<file path="config.mk">
export PLATFORM = sky130hd
export DESIGN_NAME = pwo_top
export DESIGN_NICKNAME = d
export VERILOG_FILES = /design/src/pwo_pkg.sv /design/src/pwo_top.sv /design/src/pwo_prescaler.sv
export SDC_FILE = /design/constraint.sdc
export NUM_CORES = 1
export LEC_CHECK = 0
export BUFFER_PORTS_ARGS = -buffer_cell sky130_fd_sc_hd__buf_2
export CORE_MARGIN = 2
export CORE_UTILIZATION = 60
export DETAILED_ROUTE_END_ITERATION = 12
export PLACE_DENSITY = 0.86
export SYNTH_ARGS = -nofsm -noshare
export SYNTH_HDL_FRONTEND = slang
export SYNTH_HIERARCHICAL = 1
export SYNTH_SLANG_ARGS = --single-unit
</file>
<file path="constraint.sdc">
create_clock -name ref_clk -period 3.5 [get_ports ref_clk]
set_clock_uncertainty 0.15 [all_clocks]
set_input_delay 0.175 -clock ref_clk [delete_from_list [all_inputs] [get_ports ref_clk]]
set_output_delay 0.175 -clock ref_clk [all_outputs]
set_load 0.1 [all_outputs]
</file>
<file path="src/pwo_pkg.sv">
`default_nettype none
package pwo_pkg;

   // ---------------------------------------------------------------
   // Sizes
   // ---------------------------------------------------------------
   localparam int CH_N   = 4;
   localparam int CNT_W  = 10;
   localparam int ADDR_W = 18;
   localparam int DIV_W  = 14;

   // ---------------------------------------------------------------
   // Register indices (byte address is four times the index)
   // ---------------------------------------------------------------
   localparam logic [15:0] IDX_CTRL   = 16'hc0e6;
   localparam logic [15:0] IDX_MAXC   = 16'hc0e8;
   localparam logic [15:0] IDX_START0 = 16'hc0ea;
   localparam logic [15:0] IDX_STOP0  = 16'hc0ec;
   localparam logic [15:0] IDX_CYC    = 16'hc0fa;

   // Decoded register codes: starts and stops interleave from 2 up
   localparam logic [3:0] REG_CTRL  = 4'h0;
   localparam logic [3:0] REG_MAXC  = 4'h1;
   localparam logic [3:0] REG_START = 4'h2;
   localparam logic [3:0] REG_CYC   = 4'ha;
   localparam logic [3:0] REG_NONE  = 4'hf;

   // ---------------------------------------------------------------
   // Control fields and reset values
   // ---------------------------------------------------------------
   localparam int CTRL_RUN_BIT  = 15;
   localparam int CTRL_PRE_LSB  = 9;
   localparam int CTRL_MODE_BIT = 8;
   localparam int CTRL_POL_LSB  = 4;
   localparam int CTRL_EN_LSB   = 0;
   localparam logic [15:0] CTRL_RW_MASK = 16'h8fff;
   localparam logic [15:0] CTRL_RST     = 16'h0000;
   localparam logic [15:0] CYC_RST      = 16'h0000;
   localparam logic [9:0]  POS_RST      = 10'h000;

   // ---------------------------------------------------------------
   // Prescale divisors per select code 0..6 (code 7 is a parameter)
   // ---------------------------------------------------------------
   localparam logic [6:0][DIV_W-1:0] PRESC_DIV = {14'h0800, 14'h0200, 14'h0080, 14'h0020,
                                                 14'h0008, 14'h0002, 14'h0001};
   localparam logic [DIV_W-1:0] PRESC_DIV_SLOW = 14'h2000;

   typedef enum logic [1:0] {
      ST_IDLE = 2'b00,
      ST_RUN  = 2'b01,
      ST_DONE = 2'b10
   } pwo_state_e;

endpackage
`default_nettype wire

</file>
<file path="src/pwo_top.sv">
`timescale 1ns/100ps
`default_nettype none
module pwo_top
   import pwo_pkg::*;
#(
   parameter logic [DIV_W-1:0] DIV_SLOW = PRESC_DIV_SLOW
) (
   input  wire logic              ref_clk, // System clock, 20 MHz
   input  wire logic              rst,     // Synchronous reset
   input  wire logic              psel,    // APB select
   input  wire logic              penable, // APB enable
   input  wire logic              pwrite,  // APB write
   input  wire logic [ADDR_W-1:0] paddr,   // APB byte address
   input  wire logic [31:0]       pwdata,  // APB write data
   output logic      [31:0]       prdata,  // APB read data
   output logic                   pready,  // APB ready
   output logic                   pslverr, // APB error, unmapped address
   output logic      [CH_N-1:0]   pwm_out  // Channel outputs
);

   typedef struct packed {
      logic [15:0]                 ctrl;
      logic [CNT_W-1:0]            maxc;
      logic [CH_N-1:0][CNT_W-1:0]  start;
      logic [CH_N-1:0][CNT_W-1:0]  stop;
      logic [15:0]                 cyc;
      logic [CNT_W-1:0]            cnt;
      logic [CNT_W-1:0]            wins;
      pwo_state_e                  st;
      logic [CH_N-1:0]             out;
      logic [31:0]                 prdata;
      logic                        pready;
      logic                        pslverr;
   } pwo_top_s;

   pwo_top_s q;
   pwo_top_s nx;
   logic     tick;
   logic [3:0] code;
   logic [2:0] pos_idx;

   // ---------------------------------------------------------------
   // Helpers
   // ---------------------------------------------------------------
   function automatic logic [3:0] reg_code(input logic [ADDR_W-1:0] a);
      logic [15:0] idx;
      logic [15:0] rel;
      idx = a[ADDR_W-1:2];
      rel = idx - IDX_CTRL;
      if (a[1:0] != 2'b00 || idx < IDX_CTRL || idx > IDX_CYC || rel[0]) begin
         return REG_NONE;
      end
      return rel[4:1];
   endfunction

   function automatic logic win_on(input logic [CNT_W-1:0] s, input logic [CNT_W-1:0] e,
                                   input logic [CNT_W-1:0] c, input logic [CNT_W-1:0] m,
                                   input logic running);
      if (e > m) begin
         return 1'b1;
      end
      return running && c >= s && c < e;
   endfunction

   // ---------------------------------------------------------------
   // Tick divider
   // ---------------------------------------------------------------
   pwo_prescaler #(
      .DIV_SLOW (DIV_SLOW)
   ) u_presc (
      .ref_clk (ref_clk),
      .rst     (rst),
      .run     (q.st == ST_RUN),
      .sel     (q.ctrl[CTRL_PRE_LSB +: 3]),
      .tick    (tick)
   );

   // ---------------------------------------------------------------
   // Next state
   // ---------------------------------------------------------------
   always_comb begin
      nx      = q;
      code    = reg_code(paddr);
      pos_idx = 3'(code - REG_START);
      nx.pready = 1'b0;

      // Bus slave: answer in the access cycle, zero wait states
      if (psel && !penable) begin
         nx.pready  = 1'b1;
         nx.pslverr = (code == REG_NONE);
         nx.prdata  = '0;
         case (code)
            REG_CTRL: begin
               nx.prdata[15:0] = q.ctrl;
            end
            REG_MAXC: begin
               nx.prdata[CNT_W-1:0] = q.maxc;
            end
            REG_CYC: begin
               nx.prdata[15:0] = q.cyc;
            end
            REG_NONE: begin
               nx.prdata = '0;
            end
            default: begin
               nx.prdata[CNT_W-1:0] = pos_idx[0] ? q.stop[pos_idx[2:1]] : q.start[pos_idx[2:1]];
            end
         endcase
      end

      if (psel && penable && q.pready && pwrite) begin
         case (code)
            REG_CTRL: begin
               nx.ctrl = pwdata[15:0] & CTRL_RW_MASK;
            end
            REG_MAXC: begin
               nx.maxc = pwdata[CNT_W-1:0];
            end
            REG_CYC: begin
               nx.cyc = pwdata[15:0];
            end
            REG_NONE: begin
               nx.cyc = q.cyc;
            end
            default: begin
               // Upper position bits are not stored
               if (pos_idx[0]) begin
                  nx.stop[pos_idx[2:1]] = pwdata[CNT_W-1:0];
               end else begin
                  nx.start[pos_idx[2:1]] = pwdata[CNT_W-1:0];
               end
            end
         endcase
      end

      // Window sequencer
      case (q.st)
         ST_IDLE: begin
            nx.cnt  = '0;
            nx.wins = '0;
            if (q.ctrl[CTRL_RUN_BIT]) begin
               nx.st = ST_RUN;
            end
         end
         ST_RUN: begin
            if (!q.ctrl[CTRL_RUN_BIT]) begin
               nx.st = ST_IDLE;
            end else if (tick) begin
               if (q.cnt >= q.maxc) begin
                  nx.cnt = '0;
                  if (q.ctrl[CTRL_MODE_BIT]) begin
                     if (q.wins == q.cyc[CNT_W-1:0]) begin
                        nx.st = ST_DONE;
                     end else begin
                        nx.wins = q.wins + 10'h001;
                     end
                  end else begin
                     nx.wins = '0;
                  end
               end else begin
                  nx.cnt = q.cnt + 10'h001;
               end
            end
         end
         ST_DONE: begin
            if (!q.ctrl[CTRL_RUN_BIT]) begin
               nx.st = ST_IDLE;
            end
         end
         default: begin
            nx.st = ST_IDLE;
         end
      endcase

      // Channel outputs; equal start and stop force zero, otherwise a disabled channel rests at its idle level
      for (int i = 0; i < CH_N; i++) begin
         if (q.start[i] == q.stop[i]) begin
            nx.out[i] = 1'b0;
         end else if (q.ctrl[CTRL_EN_LSB + i]) begin
            nx.out[i] = !(win_on(q.start[i], q.stop[i], q.cnt, q.maxc, q.st == ST_RUN)
                          ^ q.ctrl[CTRL_POL_LSB + i]);
         end else begin
            nx.out[i] = !q.ctrl[CTRL_POL_LSB + i];
         end
      end
   end

   always_ff @(posedge ref_clk) begin
      if (rst) begin
         q       <= '0;
         q.ctrl  <= CTRL_RST;
         q.cyc   <= CYC_RST;
         q.start <= {CH_N{POS_RST}};
         q.stop  <= {CH_N{POS_RST}};
         q.st    <= ST_IDLE;
      end else begin
         q <= nx;
      end
   end

   assign prdata  = q.prdata;
   assign pready  = q.pready;
   assign pslverr = q.pslverr;
   assign pwm_out = q.out;
endmodule
`default_nettype wire

</file>
<file path="src/pwo_prescaler.sv">
`timescale 1ns/100ps
`default_nettype none
module pwo_prescaler
   import pwo_pkg::*;
#(
   parameter logic [DIV_W-1:0] DIV_SLOW = PRESC_DIV_SLOW
) (
   input  wire logic       ref_clk, // System clock
   input  wire logic       rst,     // Synchronous reset
   input  wire logic       run,     // Counting active
   input  wire logic [2:0] sel,     // Prescale select code
   output logic            tick     // One-cycle count enable
);

   typedef struct packed {
      logic [DIV_W-1:0] cnt;
      logic             tick;
   } pwo_presc_s;

   pwo_presc_s q;
   pwo_presc_s nx;
   logic [DIV_W-1:0] div_last;

   always_comb begin
      div_last = ((sel == 3'h7) ? DIV_SLOW : PRESC_DIV[sel]) - 14'h0001;
      nx       = q;
      nx.tick  = 1'b0;
      if (!run) begin
         nx.cnt = '0;
      end else if (q.cnt >= div_last) begin
         nx.cnt  = '0;
         nx.tick = 1'b1;
      end else begin
         nx.cnt = q.cnt + 14'h0001;
      end
   end

   always_ff @(posedge ref_clk) begin
      if (rst) begin
         q <= '0;
      end else begin
         q <= nx;
      end
   end

   assign tick = q.tick;
endmodule
`default_nettype wire

</file>
==> run_results.csv <==
group,metric,value,unit
min_path,hold_class,"in2reg",
power,pwr-share-comb,8.2,%
sta,postLayoutSetupSlackWorst,0.3144,ns
synth,async_reset_ff_share,0,%
layout,fillers,1556,
synth,syn_avg_cell_area,8.975,um^2
clock_tree,clk_path_buf_depth,2,
synth,synth_cell_type_count,79,
sta,slew_viol_final,0,
detailed_routing,num_vias,10980,
synth,ys_warn_count,6,
detailed_routing,avgRoutedWirePerCell,20.54,um
layout,final_area,13530,um^2
grt,grt_use_met3,5.841,%
sta,period_share,91.02,%
clock_tree,cts_root_buf,"clkbuf_16",
synth,yosysMostFrequentCell,"dfxtp_1",
floorplan,die_area,22160,um^2
clock_tree,cts_setup_buffers,0,
placed_design,hpwl,25930,um
run,drv_cap,0,
synth,synth_ff_type,"dfxtp_1",
power,p_sw_share,27.24,%
clock_tree,cts_resized,0,
critical_path,arrival,3.40,ns
detailed_routing,antenna_left,0,
layout,finalNetCount,1644,
synth,ys_seq_area_share,28.30,%
grt,grt_max_degree,96,
clock_tree,clk_pin_slew,0.07,ns
layout,drive_gt1_share,12.18,%
grt,use_met2,53.73,%
clock_tree,cts_tree,"built",
grt,grt_pass1_vias,10620,
sta,setup_violations,0,
synth,ys_seq_elements,178,
clock_tree,clk_latency,0.44,ns
synth,yosys-top-cells-count,"178 x dfxtp_1, 148 x ha_1, 139 x nor2_1",
critical_path,critPathRequiredTime,3.72,ns
grt,grt_use_met1,40.51,%
clock_tree,cts_sinks,178,
floorplan,core_area,20430,um^2
synth,synth_cells,1403,
floorplan,die_h,148.9,um
placed_design,dp_cells,1675,
sta,rsz0062_at_grt,"false",
sta,slew_headroom,33.18,%
outcome,status,"finished, final reports clean",
grt,grt_pass1_wl,56190,um
synth,yosys.area.top_type,"dfxtp_1",
critical_path,cp-start-kind,"register",
detailed_routing,wl,35390,um
layout,finalNonFillerCells,1723,
grt,antenna_found_initial,0,
floorplan,std_cell_rows,52,
critical_path,end_kind,"register",
power,internal_power,3.095,mW
layout,antenna_cells,0,
clock_tree,cts-htree-levels,4,
sta,period_needed,3.186,ns
layout,final_util,66.23,%
detailed_routing,firstDrtPassIters,6,
placed_design,numPortBuffers,60,
power,ir_drop,0.0003206,V
synth,synth_top_cell_area_share,28.30,%
clock_tree,cts_buffers,17,
floorplan,io_pins,93,
power,p_switching,1.159,mW
power,p_per_area,314.4,nW/um^2
placed_design,place_area,12800,um^2
placed_design,gp_congestion,1.013,
layout,area_growth,7.452,%
detailed_routing,drc,0,
grt,busiest_layer,"met2",
sta,tns,0,ns
synth,synth_area,12590,um^2
sta,worst_pin_slew,1.002,ns
power,cellLeakagePower,5.592,nW
min_path,whs_path_depth,5,
critical_path,path_class,"reg2reg",
grt,overflow,0,
power,power_frac_clock,43.9,%
sta,max_freq,313.9,MHz
critical_path,cp_max_fo,22,
synth,synthTopCellsByArea,"dfxtp_1 28%, ha_1 15%, mux2i_1 6.8%",
critical_path,r2r_cells,8,
power,seqPwrFrac,47.9,%
placed_design,dp_slack,0.4062,ns
sta,hold_viol_final,0,
floorplan,start_util,61.64,%
detailed_routing,drt_iter0_drc,1194,
grt,track_usage,32.39,%
synth,synth_edf_count,0,
detailed_routing,viasPerCell,6.371,
floorplan,die_w,148.9,um
-- final timing paths --
kind                            from                      end  slack, ns
min reg2reg  prdata[14]$_SDFFE_PP0P_  prdata[14]$_SDFFE_PP0P_       0.31
max reg2reg       q[50]$_SDFFE_PP0P_       q[59]$_SDFFE_PP0P_       0.31
max               q[50]$_SDFFE_PP0P_       q[59]$_SDFFE_PP0P_       0.31
min                         paddr[6]     pslverr$_SDFFE_PP0P_       0.09
-- worst max-delay path: stages, from the launching register on --
cell and delay, ns:
dfxtp_1 0.45, inv_1 0.24, ha_1 0.35, nand2b_1 0.14
a21o_1 0.19, a31oi_1 0.37, o31a_1 0.65, o21bai_1 0.38
nor2_1 0.20
-- power by group through the flow --
stage                     clock, mW  sequential, mW  combinational (mW)
after floorplan                   0            2.09               0.283
after global routing           1.96            2.04               0.362
after detailed placement          0            2.09               0.327
final                          1.87            2.04               0.349
after global placement            0            2.09               0.323
after CTS                      1.87            2.04               0.343
-- layout make-up --
| class | instances | area [um^2] | area share, % |
|---|---|---|---|
| Tap cell | 270 | 337.8 | 2.497 |
| Inverter | 114 | 427.9 | 3.163 |
| Multi-Input combinational cell | 1023 | 7941 | 58.69 |
| Clock buffer | 19 | 432.9 | 3.200 |
| Sequential cell | 178 | 3563 | 26.34 |
| Clock inverter | 12 | 128.9 | 0.9525 |
| Timing Repair Buffer | 107 | 698.2 | 5.160 |
-- registers in the layout, summed over array words and instances, names as in the netlist --
signal,flops
prdata,16
pready,1
pslverr,1
pwm_out,4
q,141
u_presc/q,14
u_presc/tick,1
-- logic make-up (layout without fill, tap and decap cells) --
| logic type | after synthesis | count (layout) | synth area share, % |
|---|---|---|---|
| adder cells (fa/ha/maj) | 148 | 148 | 14.71 |
| other | 2 | 17 | 0.05964 |
| AO/OA/AOI/OAI | 259 | 259 | 15.00 |
| AND/OR/NAND/NOR | 418 | 418 | 16.68 |
| buffers and inverters | 217 | 252 | 9.211 |
| flip-flops | 178 | 178 | 28.30 |
| multiplexers | 107 | 107 | 10.83 |
| XOR/XNOR | 74 | 74 | 5.207 |
-- per-stage QoR --
stage,hold slack [ns],power (mW)
2_1_floorplan,0.1655,2.376
3_3_place_gp,0.2676,2.409
3_5_place_dp,0.2786,2.413
4_1_cts,0.09084,4.253
5_1_grt,0.1232,4.357
6_report,0.09498,4.254
-- routing by layer --
metal | vias to the layer above | wire length [um] | part of all wire [%]
li1 | 5076 | - | -
met1 | 5156 | 13910 | 39
met2 | 604 | 16570 | 47
met3 | 142 | 3014 | 8.5
met4 | 0 | 1892 | 5.3
met5 | - | 0 | 0
-- placed cells by master, fill, tap and decap left out, drive strengths merged, types with 4 or more instances in the layout --
master / n
dfxtp: 178
buf: 90
nand3: 22
or4: 13
o31a: 6
a31oi: 7
xnor2: 47
nand4: 40
mux2i: 86
a21oi: 78
o31ai: 8
and4: 10
a2111oi: 27
o211ai: 5
a211oi: 26
conb: 17
o32ai: 4
clkbuf: 19
xor2: 27
a221oi: 10
o21ai: 44
nand2: 121
nor2: 140
dlygate4sd3: 17
mux4: 20
inv: 118
nor3b: 5
nor4: 8
o22ai: 5
clkinv: 4
and3: 8
a21o: 5
a22oi: 11
ha: 148
o21a: 8
nor3: 17
or3: 6
nand2b: 11
nor4b: 5
-- what timing repair did --
item / in CTS / in global routing
setup endpoints to repair: 0 / 0
hold endpoints to repair: 43 / 0
hold buffers: 17 / 0
No activity file was read; power rests on OpenSTA's default activity.
